## config.mk

```make
export PLATFORM = sky130hd
export DESIGN_NAME = qd_dac_ctrl
export DESIGN_NICKNAME = d
export VERILOG_FILES = /design/src/hdl/qd_pkg.sv /design/src/hdl/qd_dac_ctrl.sv /design/src/hdl/qd_sync.sv
export VERILOG_INCLUDE_DIRS = /design/src /design/src/hdl
export SDC_FILE = /design/constraint.sdc
export NUM_CORES = 1
export LEC_CHECK = 0
export ABC_AREA = 1
export BUFFER_PORTS_ARGS = -buffer_cell sky130_fd_sc_hd__buf_4
export CORE_ASPECT_RATIO = 1.25
export CORE_MARGIN = 2
export CORE_UTILIZATION = 57
export CTS_CLUSTER_SIZE = 30
export DETAILED_ROUTE_END_ITERATION = 7
export PLACE_DENSITY = 0.8
export SLEW_MARGIN = 25
export SYNTH_ARGS = -nofsm -noshare
export SYNTH_HDL_FRONTEND = slang
export SYNTH_SLANG_ARGS = --single-unit
```

## constraint.sdc

```tcl
create_clock -name clock -period 2.6 [get_ports clock]
set_input_delay 0.13 -clock clock [delete_from_list [all_inputs] [get_ports clock]]
set_output_delay 0.13 -clock clock [all_outputs]
set_load 0.05 [all_outputs]
```

## src/hdl/qd_consts.svh

```systemverilog
// Purpose: constants of the quad DAC serial control block
// Assumes: 200 MHz system clock
// Notes:   offsets are byte addresses on the register bus
`ifndef QD_CONSTS_SVH
`define QD_CONSTS_SVH
// ***************************************
// Frame layout
// ***************************************
`define QD_FRAME_BITS   5'd16
`define QD_RD_START     5'd4
`define QD_RW_BIT       15
`define QD_SEL_HI       14
`define QD_SEL_LO       12
`define QD_SEL_NOP      3'h0
`define QD_SEL_ALL      3'h5
`define QD_SEL_CTRL     3'h7
// ***************************************
// Control word fields and reset values
// ***************************************
`define QD_CB_THERM     0
`define QD_CB_PWR_LO    2
`define QD_CB_PWR_HI    5
`define QD_CB_FLOAT     6
`define QD_CTRL_RESET   7'h40
`define QD_CODE_RESET   12'h000
`define QD_SPAN_RESET   4'hF
// ***************************************
// Timing
// ***************************************
`define QD_CLK_MHZ       200
`define QD_SYNC_HIGH_NS  20
`define QD_SYNC_HIGH_CYC ((`QD_SYNC_HIGH_NS * `QD_CLK_MHZ + 999) / 1000)
// ***************************************
// Register bus map
// ***************************************
`define QD_OFS_STATUS   8'h00
`define QD_OFS_CTRL     8'h04
`define QD_OFS_DAC0     8'h10
`define QD_OFS_INP0     8'h20
`define QD_OFS_CWORD    8'h30
`define QD_SW_CTRL_RST  2'h1
`endif

```

## src/hdl/qd_pkg.sv

```systemverilog
// Purpose: shared types of the quad DAC serial control block
// Assumes: nothing
// Notes:   constants live in qd_consts.svh
package qd_pkg;
    // Frame tracking states
    typedef enum logic [1:0] {
        QD_IDLE,
        QD_SHIFT,
        QD_HOLD
    } qd_frame_t;
    typedef logic [11:0] qd_code_t;
    typedef logic [2:0]  qd_sel_t;
endpackage

```

## src/hdl/qd_dac_ctrl.sv

```systemverilog
// Purpose: serial control logic of a four channel 12-bit DAC
// Assumes: serial pins asynchronous to clock, sampled twice
// Notes:   clear and load edges are found after synchronising
`timescale 1ns/100ps
`include "qd_consts.svh"
module qd_dac_ctrl (
    input  wire logic                  clock,
    input  wire logic                  rst_b,
    input  wire logic [7:0]            avs_address,
    input  wire logic                  avs_read,
    input  wire logic                  avs_write,
    input  wire logic [31:0]           avs_writedata,
    input  wire logic [3:0]            avs_byteenable,
    output logic      [31:0]           avs_readdata,
    output logic                       avs_waitrequest,
    input  wire logic                  frame_sel_n,
    input  wire logic                  serial_clk,
    input  wire logic                  serial_din,
    output logic                       serial_dout,
    output logic                       serial_dout_oe,
    input  wire logic                  async_clear_n,
    input  wire logic                  load_dac_n,
    input  wire logic                  range_sel,
    input  wire logic                  over_temp,
    output logic                       alarm_n,
    output qd_pkg::qd_code_t [3:0]     dac_code,
    output logic      [3:0]            span_30v,
    output logic      [3:0]            chan_on,
    output logic                       output_float_select
);
    import qd_pkg::*;

    // ***************************************
    // Pin synchronisation and edges
    // ***************************************
    logic [6:0] pins_s;
    logic       fs_n, sclk, din, clear_n, ld_n, rsel, ot;
    logic       sclk_q, fs_q, clear_q, ld_q;
    logic       sclk_rise, sclk_fall, fs_fall, clear_fall, ld_fall;
    qd_sync #(
        .W   (7),
        .RST (7'h4E)
    ) u_sync (
        .clock (clock),
        .rst_b (rst_b),
        .d     ({frame_sel_n, serial_clk, serial_din, async_clear_n,
                 load_dac_n, range_sel, over_temp}),
        .q     (pins_s)
    );

    // Unpack synchronised pins
    assign fs_n  = pins_s[6];
    assign sclk  = pins_s[5];
    assign din   = pins_s[4];
    assign clear_n = pins_s[3];
    assign ld_n  = pins_s[2];
    assign rsel  = pins_s[1];
    assign ot    = pins_s[0];

    // Previous levels for edge detection
    always_ff @(posedge clock) begin
        if (!rst_b) begin
            {sclk_q, fs_q, clear_q, ld_q} <= 4'h7;
        end else begin
            {sclk_q, fs_q, clear_q, ld_q} <= {sclk, fs_n, clear_n, ld_n};
        end
    end

    // Edge strobes, one cycle each
    assign sclk_rise = sclk & ~sclk_q;
    assign sclk_fall = ~sclk & sclk_q;
    assign fs_fall   = ~fs_n & fs_q;
    assign clear_fall = ~clear_n & clear_q;
    assign ld_fall   = ~ld_n & ld_q;

    // ***************************************
    // Frame tracking
    // ***************************************
    qd_frame_t   state;
    logic [4:0]  bit_cnt;
    logic [15:0] sh;
    logic [2:0]  hi_cnt;
    logic        armed, start, exec, link_en, temp_test, rw;
    qd_sel_t     sel;
    qd_code_t    wdata;
    // Count cycles of select high before a new frame may open
    always_ff @(posedge clock) begin
        if (!rst_b) begin
            hi_cnt <= 3'h0;
        end else if (!fs_n) begin
            hi_cnt <= 3'h0;
        end else if (!armed) begin
            hi_cnt <= hi_cnt + 3'h1;
        end
    end

    assign armed = hi_cnt >= 3'(`QD_SYNC_HIGH_CYC);
    assign start = fs_fall & armed & link_en;
    assign exec  = (state == QD_SHIFT) & ~fs_n & sclk_fall
                 & (bit_cnt == `QD_FRAME_BITS);
    assign rw    = sh[`QD_RW_BIT];
    assign sel   = sh[`QD_SEL_HI:`QD_SEL_LO];
    assign wdata = sh[11:0];

    // Frame state; no clock edge is expected outside a frame
    always_ff @(posedge clock) begin
        if (!rst_b) begin
            state <= QD_IDLE;
        end else begin
            case (state)
                QD_IDLE: begin
                    if (start) begin
                        state <= QD_SHIFT;
                    end
                end
                QD_SHIFT: begin
                    if (fs_n) begin
                        state <= QD_IDLE;
                    end else if (exec) begin
                        state <= QD_HOLD;
                    end
                end
                QD_HOLD: begin
                    if (fs_n) begin
                        state <= QD_IDLE;
                    end
                end
                default: begin
                    state <= QD_IDLE;
                end
            endcase
        end
    end

    // Shift register, most significant bit first on each rise
    always_ff @(posedge clock) begin
        if (!rst_b) begin
            bit_cnt <= 5'h0;
            sh      <= 16'h0000;
        end else if (start) begin
            bit_cnt <= 5'h0;
        end else if (state == QD_SHIFT && sclk_rise && bit_cnt != `QD_FRAME_BITS) begin
            sh      <= {sh[14:0], din};
            bit_cnt <= bit_cnt + 5'h1;
        end
    end

    // ***************************************
    // Register file of the converter
    // ***************************************
    qd_code_t [3:0] in_reg;
    qd_code_t [3:0] dac_reg;
    logic     [3:0] wr_hit;
    logic     [6:0] ctrl;
    logic           ctrl_wr, therm_set, therm_clear, next_therm, dac_upd;
    // Channels addressed by a write frame
    always_comb begin
        for (int i = 0; i < 4; i++) begin
            wr_hit[i] = exec && !rw
                && (sel == 3'(i + 1) || sel == `QD_SEL_ALL);
        end
    end

    // Input registers, cleared by reset or clear pin
    always_ff @(posedge clock) begin
        if (!rst_b || clear_fall) begin
            in_reg <= {4{`QD_CODE_RESET}};
        end else begin
            for (int i = 0; i < 4; i++) begin
                if (wr_hit[i]) begin
                    in_reg[i] <= wdata;
                end
            end
        end
    end

    // Output registers: load edge copies all, load low updates addressed
    always_ff @(posedge clock) begin
        if (!rst_b) begin
            dac_reg  <= {4{`QD_CODE_RESET}};
            span_30v <= `QD_SPAN_RESET;
        end else if (clear_fall) begin
            dac_reg <= {4{`QD_CODE_RESET}};
        end else begin
            for (int i = 0; i < 4; i++) begin
                if (ld_fall) begin
                    dac_reg[i] <= in_reg[i];
                    span_30v[i] <= rsel;
                end else if (wr_hit[i] && !ld_n) begin
                    dac_reg[i] <= wdata;
                    span_30v[i] <= rsel;
                end
            end
        end
    end

    assign dac_code  = dac_reg;
    assign ctrl_wr   = exec && !rw && sel == `QD_SEL_CTRL;
    assign therm_set = ot | temp_test;
    assign therm_clear = ctrl_wr && !wdata[`QD_CB_THERM];
    assign next_therm  = therm_set | (ctrl[`QD_CB_THERM] & ~therm_clear);
    assign dac_upd     = ld_fall | clear_fall | (exec & ~ld_n);

    // Control word; a new overtemperature beats a clear
    always_ff @(posedge clock) begin
        if (!rst_b) begin
            ctrl <= `QD_CTRL_RESET;
        end else begin
            if (ctrl_wr) begin
                ctrl[`QD_CB_FLOAT] <= wdata[`QD_CB_FLOAT];
                ctrl[`QD_CB_PWR_HI:`QD_CB_PWR_LO] <= wdata[`QD_CB_PWR_HI:`QD_CB_PWR_LO];
            end
            ctrl[`QD_CB_THERM] <= next_therm;
        end
    end

    // Analog controls: shutdown forces every channel off
    always_ff @(posedge clock) begin
        if (!rst_b) begin
            chan_on             <= 4'h0;
            output_float_select <= 1'b1;
            alarm_n             <= 1'b1;
        end else begin
            chan_on <= ctrl[`QD_CB_PWR_HI:`QD_CB_PWR_LO] & {4{~next_therm}};
            output_float_select <= ctrl[`QD_CB_FLOAT];
            alarm_n <= ~next_therm;
        end
    end

    // ***************************************
    // Readback
    // ***************************************
    qd_code_t rd_val, rd_sh;
    // Registers visible to a read frame
    always_comb begin
        case (sh[2:0])
            3'h1, 3'h2, 3'h3, 3'h4: rd_val = in_reg[sh[2:0] - 3'h1];
            `QD_SEL_CTRL: rd_val = {5'h00, ctrl};
            default: rd_val = 12'h000;
        endcase
    end

    // Drive from fifth rise; stop after last bit or on select high
    always_ff @(posedge clock) begin
        if (!rst_b) begin
            serial_dout    <= 1'b0;
            serial_dout_oe <= 1'b0;
            rd_sh          <= 12'h000;
        end else if (fs_n || state != QD_SHIFT || exec) begin
            serial_dout_oe <= 1'b0;
        end else if (sclk_rise && bit_cnt == `QD_RD_START && sh[3]) begin
            serial_dout    <= rd_val[11];
            rd_sh          <= {rd_val[10:0], 1'b0};
            serial_dout_oe <= 1'b1;
        end else if (sclk_rise && serial_dout_oe && bit_cnt != `QD_FRAME_BITS) begin
            serial_dout <= rd_sh[11];
            rd_sh       <= {rd_sh[10:0], 1'b0};
        end
    end

    // ***************************************
    // Register bus slave
    // ***************************************
    logic        ack, req;
    logic [31:0] next_rdata;
    logic [3:0]  ai;

    assign req             = avs_read | avs_write;
    assign avs_waitrequest = req & ~ack;
    assign ai              = avs_address[5:2];

    // One wait cycle, then the access completes
    always_ff @(posedge clock) begin
        if (!rst_b) begin
            ack <= 1'b0;
        end else begin
            ack <= req & ~ack;
        end
    end

    // Read decode; unmapped addresses read zero
    always_comb begin
        next_rdata = 32'h0000_0000;
        case (avs_address)
            `QD_OFS_STATUS: next_rdata = {24'h0, chan_on, 1'b0, rsel,
                                          state != QD_IDLE, ctrl[`QD_CB_THERM]};
            `QD_OFS_CTRL:   next_rdata = {30'h0, temp_test, link_en};
            `QD_OFS_CWORD:  next_rdata = {25'h0, ctrl};
            default: begin
                if (avs_address[7:4] == `QD_OFS_DAC0 >> 4) begin
                    next_rdata = {20'h0, dac_reg[ai[1:0]]};
                end else if (avs_address[7:4] == `QD_OFS_INP0 >> 4) begin
                    next_rdata = {20'h0, in_reg[ai[1:0]]};
                end
            end
        endcase
    end

    // Read data captured in the wait cycle, held to completion
    always_ff @(posedge clock) begin
        if (!rst_b) begin
            avs_readdata <= 32'h0000_0000;
        end else if (avs_read && !ack) begin
            avs_readdata <= next_rdata;
        end
    end

    // Software control bits
    always_ff @(posedge clock) begin
        if (!rst_b) begin
            {temp_test, link_en} <= `QD_SW_CTRL_RST;
        end else if (avs_write && ack && avs_address == `QD_OFS_CTRL
                     && avs_byteenable[0]) begin
            {temp_test, link_en} <= avs_writedata[1:0];
        end
    end
endmodule

```

## src/hdl/qd_sync.sv

```systemverilog
// Purpose: two flip-flop synchroniser for pin inputs
// Assumes: inputs are asynchronous levels
// Notes:   first stage is read by the second stage only
`timescale 1ns/100ps
module qd_sync #(
    parameter int          W   = 1,
    parameter logic [W-1:0] RST = '0
) (
    input  wire logic         clock,
    input  wire logic         rst_b,
    input  wire logic [W-1:0] d,
    output logic      [W-1:0] q
);
    logic [W-1:0] meta;

    // Two stages, reset to idle pin levels
    always_ff @(posedge clock) begin
        if (!rst_b) begin
            meta <= RST;
            q    <= RST;
        end else begin
            meta <= d;
            q    <= meta;
        end
    end
endmodule

```

==> impl_metrics.tcl, run 1 <==
set metrics [dict create \
    use_met1 0.390 \
    post_cts_buffers 0 \
    avgSynthCellArea_um2 6.82 \
    leakagePower_nw 4.55 \
    routedWlPerCell_um 16.4 \
    die_width_um 117 \
    port_buffers 94 \
    path_max_fanout 13 \
    cts_tree "yes" \
    hold_ws_ns -0.000989 \
    power_density_nw_per_um2 592 \
    status "complete, but fails checks" \
    clk_latency_ns 0.44 \
    yosysWarningCount 0 \
    drt_iter0_markers 1034 \
    vias 9017 \
    cp-start-kind "flip-flop" \
    hold_viol_final 1 \
    grt_pass1_wl_um 41700 \
    max-slew-margin-rel 0.572 \
    synth-edff-count 0 \
    violations "design-rule violations, negative hold slack" \
    ant_nets 0 \
    grt_use_met3 0.0677 \
    area_growth_pct 15.7 \
    grt_pass1_vias 8155 \
    die_h_um 145 \
    core_um2 15600 \
    fin_tns_setup_ns 0 \
    ir_drop_uv 388 \
    row_count 51 \
    setup.worst_path.class "flip-flop to flip-flop" \
    use_met2 0.493 \
    antenna_found_initial 0 \
    cts_resized 0 \
    htreeDepth 4 \
    gp_congestion 0.944 \
    arrival_ns 2.47 \
    timing.fmax_mhz 473 \
    end_kind "flip-flop" \
    ioPinCount 148 \
    fin_nets 1461 \
    start_util 0.583 \
    synth_seq_cells 184 \
    grt_start_max_net_pins 85 \
    period_share 0.814 \
    yosysSeqAreaShare 0.406 \
    ys_async_sr_fraction 0 \
    numCtsBuffers 17 \
    syn_area_um2 9080 \
    root_buffer "clkbuf_16" \
    drive_gt1_frac 0.143 \
    yosys_most_used_dff "dfxtp_1" \
    clock_skew_ns 0.00913 \
    yosysTopAreaCellShare 0.406 \
    dr.pass1.iters 8 \
    synth.area.top_cells "dfxtp_1 41%, nand2_1 13%, a21oi_1 9.3%" \
    clkSinkCount 184 \
    min-delay-path-class "input pin to flip-flop" \
    viasPerCell 5.56 \
    synth_area_leader_cell "dfxtp_1" \
    critPathRequiredTime_ns 2.96 \
    setup_violations 0 \
    die_area_um2 17000 \
    preCtsSetupSlack_ns 0.526 \
    grt_use_total 0.314 \
    dp_hpwl_um 18200 \
    tightest_slew_ns 0.640 \
    clk_pin_slew_ns 0.07 \
    period_needed_ns 2.12 \
    drc 4 \
    setup_ws_ns 0.485 \
    power_mw 6.21 \
    max-cap-violations 0 \
    wl_um 26600 \
    overflow 0 \
    diodes 0 \
    clockBufferDepth 2 \
    netlist_instances 1331 \
    grt.busiest_layer "met2" \
    slew_violations 0 \
    synth_cell_type_count 37 \
    fin_util 0.675 \
    rsz0062_at_grt "false" \
]
[Yosys cell counts (16+ instances only)]
| master | instances |
|---|---|
| dfxtp_1 | 184 |
| o21ai_0 | 107 |
| buf_4 | 26 |
| a21oi_1 | 169 |
| clkbuf_1 | 40 |
| nand3b_1 | 25 |
| inv_2 | 16 |
| buf_2 | 23 |
| nand2_1 | 307 |
| inv_1 | 105 |
| nand3_1 | 90 |
| nor2_1 | 99 |
| o21ai_1 | 51 |
[routing by layer]
| layer | vias to the layer above | share of wire |
|---|---|---|
| met2 | 400 | 0.47 |
| met5 | - | 0 |
| li1 | 4443 | - |
| met3 | 78 | 0.085 |
| met1 | 4096 | 0.39 |
| met4 | 0 | 0.051 |
[cells by family (layout without fill, tap and decap cells)]
| kind of cell | count (synthesis) | in the layout | share of synthesized area |
|---|---|---|---|
| buf+inv | 224 | 284 | 0.109 |
| compound gates | 342 | 342 | 0.193 |
| fa+ha+maj | 8 | 8 | 0.0110 |
| other cells | 1 | 20 | 0.000413 |
| flops | 184 | 184 | 0.406 |
| xor+xnor | 1 | 1 | 0.000965 |
| simple gates | 571 | 571 | 0.280 |
[cell usage in the layout (no fill, tap or decap), types with 2 or more instances in the layout]
cell type / n
a21oi_1: 169
clkinvlp_4: 3
inv_2: 16
or2_2: 10
conb_1: 20
clkbuf_16: 17
nand3b_1: 25
o21ai_1: 51
bufinv_16: 3
nor3_2: 2
nand4_1: 9
o211ai_1: 8
inv_6: 3
dfxtp_1: 184
buf_4: 120
o21bai_1: 4
nor3_1: 7
ha_1: 8
nand2_1: 306
o21ai_0: 107
nand2_2: 7
nor2_2: 5
inv_1: 105
nand3_2: 4
dlygate4sd3_1: 10
nand3_1: 90
clkinv_2: 2
a211oi_1: 2
nor2_1: 99
[worst paths after layout]
kind | from | end | slack [ns] | depth (start not counted)
setup / recovery | bit_cnt[0] | dac_code[15] | 0.48 | 8
hold / removal | avs_read | ack | -0.001 | 3
setup reg to reg | bit_cnt[0] | dac_code[15] | 0.48 | 8
hold reg to reg | u_sync.meta[3] | u_sync.q[3] | 0.41 | 1
[report_power, final]
| group | internal (mW) | switching (mW) |
|---|---|---|
| Combinational | 0.185 | 0.460 |
| Sequential | 2.87 | 0.0377 |
| Clock | 1.52 | 1.14 |
[critical path, stage by stage (launching register included)]
cell,delay [ns]
dfxtp_1,0.33
inv_1,0.07
ha_1,0.24
nand4_4,0.18
nor2_8,0.20
nand4_2,0.37
nand2_2,0.39
nand2_1,0.10
a21oi_1,0.15
[area by class of cell]
cell class	count	area [um^2]
Clock inverter	13	169
Clock buffer	18	429
Sequential cell	184	3680
Fill cell	1390	5060
Tap cell	212	265
Inverter	122	458
Multi-Input combinational cell	942	4480
Timing Repair Buffer	131	1020
[timing repair]
action	in CTS	in global routing
hold buffers	10	0
endpoints found under the hold margin	15	0
setup endpoints to repair	0	0
[metrics by stage]
stage / area (um^2) / std cells
floorplan: 9150 / 1350
global placement: 9810 / 1581
detailed placement: 9810 / 1581
CTS: 10500 / 1622
global route: 10500 / 1622
finish: 10500 / 1622
Power figures use the tool's default switching activity.
==> run 2: changes to the inputs <==
--- a/config.mk
+++ b/config.mk
@@ -10,10 +10,10 @@
 export BUFFER_PORTS_ARGS = -buffer_cell sky130_fd_sc_hd__buf_4
 export CORE_ASPECT_RATIO = 1.25
 export CORE_MARGIN = 2
-export CORE_UTILIZATION = 57
+export CORE_UTILIZATION = 51
 export CTS_CLUSTER_SIZE = 30
 export DETAILED_ROUTE_END_ITERATION = 7
-export PLACE_DENSITY = 0.8
+export PLACE_DENSITY = 0.76
 export SLEW_MARGIN = 25
 export SYNTH_ARGS = -nofsm -noshare
 export SYNTH_HDL_FRONTEND = slang
==> constraint.sdc (replaced) <==
create_clock -name clock -period 1.9 [get_ports clock]
set_input_delay 0.095 -clock clock [delete_from_list [all_inputs] [get_ports clock]]
set_output_delay 0.095 -clock clock [all_outputs]
set_load 0.05 [all_outputs]
==> run 2 against run 1 <==
Net effect:
- the run now ends clean
- global-route usage shrank 2.9 points
- first-iteration DRC count is 10% lower
- die area grew 11%
- largest power group unchanged
- critical endpoint is now dac_code[39]
- routed wire length down 0.14%
- sequential power rose by 37%
==> impl_metrics.tcl, run 2 (synthesis results as in run 1) <==
set metrics [dict create \
    final_common_cell "nand2_1" \
    cts_tree "yes" \
    rr_endpoint "dac_code[39]" \
    htreeDepth 4 \
    dp_hpwl_um 19200 \
    grt_use_total 0.285 \
    slew_violations 0 \
    overflow 0 \
    layout_common_cells "305 x nand2_1, 183 x dfxtp_1, 167 x a21oi_1" \
    critPathRequiredTime_ns 2.24 \
    vias 8964 \
    rsz0062_at_grt "false" \
    routedWlPerCell_um 16.1 \
    die_area_um2 18900 \
    ant_nets 0 \
    gp_congestion 0.915 \
    critPathTopFamily "simple AND/OR/NAND/NOR gates" \
    setup.worst_path.class "flip-flop to flip-flop" \
    timing.fmax_mhz 560 \
    ir_drop_uv 582 \
    ff2ff_path_depth 9 \
    clkSinkCount 184 \
    period_share 0.940 \
    core_um2 17400 \
    viasPerCell 5.42 \
    tightest_slew_ns 0.587 \
    port_buffers 94 \
    grt_pass1_vias 8123 \
    multiInputGateArea_um2 4500 \
    fin_nets 1480 \
    period_needed_ns 1.79 \
    ioPinCount 148 \
    num-fill-cells 1608 \
    clock_skew_ns 0.0121 \
    status "completed" \
    hold_viol_final 0 \
    grt_start_max_net_pins 85 \
    drc 0 \
    clk_latency_ns 0.45 \
    end_kind "flip-flop" \
    max-slew-margin-rel 0.609 \
    rr_startpoint "bit_cnt[0]" \
    area_growth_pct 18.7 \
    fin_tns_setup_ns 0 \
    min-delay-path-class "input pin to flip-flop" \
    post_cts_buffers 0 \
    slowest_delay_ns 0.33 \
    min_to "temp_test" \
    slowest_stage "dfxtp_1" \
    numCtsBuffers 17 \
    min_from "avs_byteenable[0]" \
    whs_path_depth 3 \
    path_max_fanout 26 \
    die_h_um 153 \
    preCtsSetupSlack_ns 0.0481 \
    die_width_um 123 \
    setup_ws_ns 0.113 \
    grt_pass1_wl_um 42300 \
    area.sequential_um2 3680 \
    power_density_nw_per_um2 789 \
    clockBufferDepth 2 \
    clk_pin_slew_ns 0.08 \
    leakagePower_nw 4.70 \
    arrival_ns 2.13 \
    drive_gt1_frac 0.157 \
    crit_chain "inv_1 > ha_4 > nand4_4 > nor2_8 > nand3_2 > nand2_4 > nand3b_1 > nand2_1 > nor2_1" \
    reg2reg_slack_ns 0.11 \
    row_count 54 \
    diodes 0 \
    setup_violations 0 \
    max-cap-violations 0 \
    root_buffer "clkbuf_16" \
    path_buf_inv 1 \
    wl_um 26600 \
    dr.pass1.iters 5 \
    start_util 0.521 \
    antenna_found_initial 0 \
    cp-start-kind "flip-flop" \
    drt_iter0_markers 926 \
]
[run 2: cell types whose count changed in the layout (fill, tap and decap cells not counted), sizes merged]
cell | previous run | this run
buf | 121 | 138
clkinvlp | 3 | 0
clkbuf | 18 | 17
bufinv | 3 | 1
dlygate4sd3 | 10 | 12
clkinv | 4 | 5
inv | 125 | 131
[run 2: worst max-delay path by stage]
stage | endpoint | slack (ns) | cells after the start | startpoint
final | dac_code[39] | 0.11 | 9 | bit_cnt[0]
after global routing | dac_code[36] | 0.01 | 9 | bit_cnt[0]
after CTS | dac_code[32] | 0.03 | 10 | bit_cnt[1]
after detailed placement | dac_code[32] | 0.05 | 10 | bit_cnt[1]
after global placement | dac_code[32] | 0.08 | 10 | bit_cnt[0]
after floorplan | rd_sh[1] | 0.008 | 12 | sh[0]
[run 2: final cells by class]
| type | instances | share of cell area |
|---|---|---|
| clock buffer | 17 | 0.0395 |
| tap | 224 | 0.0260 |
| sequential | 184 | 0.342 |
| inverter | 122 | 0.0425 |
| timing repair buffer | 150 | 0.117 |
| clock inverter | 15 | 0.0160 |
| multi-input combinational | 942 | 0.418 |
[run 2: routing by layer]
metal,vias to the layer above,wire length (um),GRT usage
met5,-,0,0
met4,0,997,0.117
met3,61,1720,0.0451
met2,350,12700,0.460
met1,4070,11200,0.376
li1,4483,-,-
[run 2: per-stage QoR]
step | std cells | utilization | power (mW) | hold WS (ns) | cell area (um^2)
2_1_floorplan | 1350 | - | 4.71 | 0.193 | 9160
3_3_place_gp | 1610 | 0.576 | 4.91 | 0.279 | 10000
3_5_place_dp | 1610 | 0.576 | 4.92 | 0.280 | 10000
6_report | 1654 | 0.618 | 8.50 | 0.0218 | 10800
4_1_cts | 1654 | 0.617 | 8.53 | 0.0168 | 10800
5_1_grt | 1654 | 0.618 | 8.76 | 0.0494 | 10800
[run 2: timing repair]
action / 4_1_cts / 5_1_grt
hold buffers: 12 / 0
setup endpoints to repair: 0 / 44
hold endpoints to repair: 16 / 0
gates resized for setup: 0 / 6
[run 2: worst register-to-register path, stage by stage, from the launching register on]
cell and delay (ns):
dfxtp_1 0.33, inv_1 0.11, ha_4 0.17, nand4_4 0.16, nor2_8 0.20, nand3_2 0.14
nand2_4 0.29, nand3b_1 0.15, nand2_1 0.09, nor2_1 0.04
[run 2: power breakdown]
group | internal [mW] | switching (mW) | total [mW]
Sequential | 3.92 | 0.0515 | 3.98
Combinational | 0.269 | 0.616 | 0.885
Clock | 1.89 | 1.75 | 3.64
==> run 3: changes to the inputs <==
--- a/config.mk
+++ b/config.mk
@@ -9,11 +9,11 @@
 export ABC_AREA = 1
 export BUFFER_PORTS_ARGS = -buffer_cell sky130_fd_sc_hd__buf_4
 export CORE_ASPECT_RATIO = 1.25
-export CORE_MARGIN = 2
-export CORE_UTILIZATION = 51
+export CORE_UTILIZATION = 53
+export CTS_BUF_LIST = sky130_fd_sc_hd__clkbuf_4 sky130_fd_sc_hd__clkbuf_8
 export CTS_CLUSTER_SIZE = 30
 export DETAILED_ROUTE_END_ITERATION = 7
-export PLACE_DENSITY = 0.76
+export PLACE_DENSITY = 0.79
 export SLEW_MARGIN = 25
 export SYNTH_ARGS = -nofsm -noshare
 export SYNTH_HDL_FRONTEND = slang
==> run 3 against run 2 <==
Net effect:
- first-iteration DRC count rose by 25%
- sequential share of layout area rose by 0.52 points
- critical path type unchanged
- largest cell class unchanged
- worst setup slack got worse by 0.0098 ns
- combinational power rose by 1%
==> impl_metrics.tcl, run 3 (synthesis results as in run 1) <==
set metrics [dict create \
    status "completed" \
    cp-start-kind "flip-flop" \
    rr_endpoint "in_reg[36]" \
    min-delay-path-class "input pin to flip-flop" \
    dr.pass1.iters 6 \
    crit_start "bit_cnt[1]" \
    numCtsBuffers 17 \
    setup_ws_ns 0.104 \
    die_width_um 119 \
    grt_pass1_wl_um 42400 \
    period_needed_ns 1.80 \
    port_buffers 94 \
    wl_um 26500 \
    hold_viol_final 0 \
    ioPinCount 148 \
    path_max_fanout 24 \
    reg2reg_slack_ns 0.10 \
    drc 0 \
    area_growth_pct 16.9 \
    ant_nets 0 \
    setup_violations 0 \
    ff2ff_path_depth 8 \
    period_share 0.946 \
    ir_drop_uv 368 \
    crit_path_end "in_reg[36]" \
    multiInputGateArea_um2 4500 \
    comb_power_share 0.118 \
    antenna_found_initial 0 \
    final_common_cell "nand2_1" \
    die_h_um 148 \
    vias 9136 \
    max-cap-violations 0 \
    grt_start_max_net_pins 98 \
    critPathRequiredTime_ns 2.26 \
    start_util 0.541 \
    clkSinkCount 184 \
    arrival_ns 2.16 \
    clk_pin_slew_ns 0.09 \
    timing.fmax_mhz 557 \
    num-fill-cells 1489 \
    fin_nets 1487 \
    setup.worst_path.class "flip-flop to flip-flop" \
    routedWlPerCell_um 16.0 \
    core_um2 16800 \
    die_area_um2 17700 \
    layout_common_cells "304 x nand2_1, 183 x dfxtp_1, 167 x a21oi_1" \
    slew_violations 0 \
    drive_gt1_frac 0.157 \
    p_clk_frac 0.356 \
    intPower_mw 5.41 \
    hold_ws_ns 0.219 \
    cts_tree "yes" \
    seqPwrFrac 0.526 \
    power_mw 7.56 \
    leakagePower_nw 4.61 \
    drt_iter0_markers 1160 \
    stdcell_area_um2 10600 \
    rr_startpoint "bit_cnt[1]" \
    root_buffer "clkbuf_8" \
    power_density_nw_per_um2 712 \
    max-slew-margin-rel 0.597 \
    dp_hpwl_um 18400 \
    end_kind "flip-flop" \
    placed_cell_area_um2 10000 \
    clk_latency_ns 0.49 \
    grt_use_total 0.306 \
    grt_pass1_vias 8105 \
    rsz0062_at_grt "true" \
    diodes 0 \
    clock_skew_ns 0.0154 \
    area.sequential_um2 3680 \
    tightest_slew_ns 0.604 \
    preCtsSetupSlack_ns 0.0973 \
    row_count 53 \
    htreeDepth 4 \
    switching_share 0.285 \
    switchingPower_mw 2.15 \
    overflow 0 \
    viasPerCell 5.51 \
    gp_congestion 0.905 \
    clockBufferDepth 2 \
]
run 3: cell types whose count changed in the layout (fill, tap and decap cells not counted), sizes merged:
cell         change
clkbuf           +2
bufinv           +1
inv              -6
clkinvlp         +2
clkinv           +1
dlygate4sd3      +7
run 3: repair_timing:
item | CTS | global route
hold buffers | 19 | 0
buffers inserted | 0 | 1
setup endpoints to repair | 0 | 33
hold endpoints to repair | 21 | 0
resized for setup | 0 | 8
run 3: how the worst min path moves through the flow:
stage | start | to | slack [ns] | depth (start not counted)
after global routing | avs_address[0] | avs_readdata[7] | 0.24 | 8
after detailed placement | serial_din | u_sync.meta[4] | 0.28 | 3
after global placement | serial_clk | u_sync.meta[5] | 0.28 | 3
after floorplan | over_temp | u_sync.meta[0] | 0.19 | 2
final | avs_address[1] | avs_readdata[1] | 0.22 | 8
after CTS | avs_address[0] | avs_readdata[1] | 0.17 | 8
run 3: critical path, cell delays in order, from the launching register on:
cell and delay [ns]:
dfxtp_1 0.34, inv_1 0.08, ha_2 0.21, nand4_4 0.16
nor2_8 0.20, nand3_2 0.18, buf_4 0.27, o21ai_0 0.16
a21oi_1 0.06
run 3: cell type report:
type	count	area share
Clock inverter	13	0.0138
Inverter	122	0.0431
Clock buffer	19	0.0234
Tap cell	220	0.0259
Timing Repair Buffer	157	0.123
Multi-Input combinational cell	942	0.424
Sequential cell	184	0.347
run 3: routing by layer:
metal  routed length, um  GRT usage  up-vias
li1                    -          -     4489
met1               10700      0.381     4151
met2               12500      0.505      429
met3                2040     0.0583       67
met4                1200      0.155        0
met5                   0          0        -
run 3: metrics by stage:
stage          std cells  TNS (ns)  utilization
4_1_cts             1656         0        0.631
3_3_place_gp        1605         0        0.596
5_1_grt             1657   -0.0646        0.633
3_5_place_dp        1605         0        0.596
2_1_floorplan       1350         0            -
6_report            1657         0        0.633
run 3: power groups by stage:
stage | clock network (mW) | registers (mW) | logic [mW]
5_1_grt | 2.89 | 3.98 | 0.968
3_5_place_dp | 0 | 4.06 | 0.851
3_3_place_gp | 0 | 4.06 | 0.838
4_1_cts | 2.72 | 3.97 | 0.881
2_1_floorplan | 0 | 4.20 | 0.508
6_report | 2.69 | 3.98 | 0.894
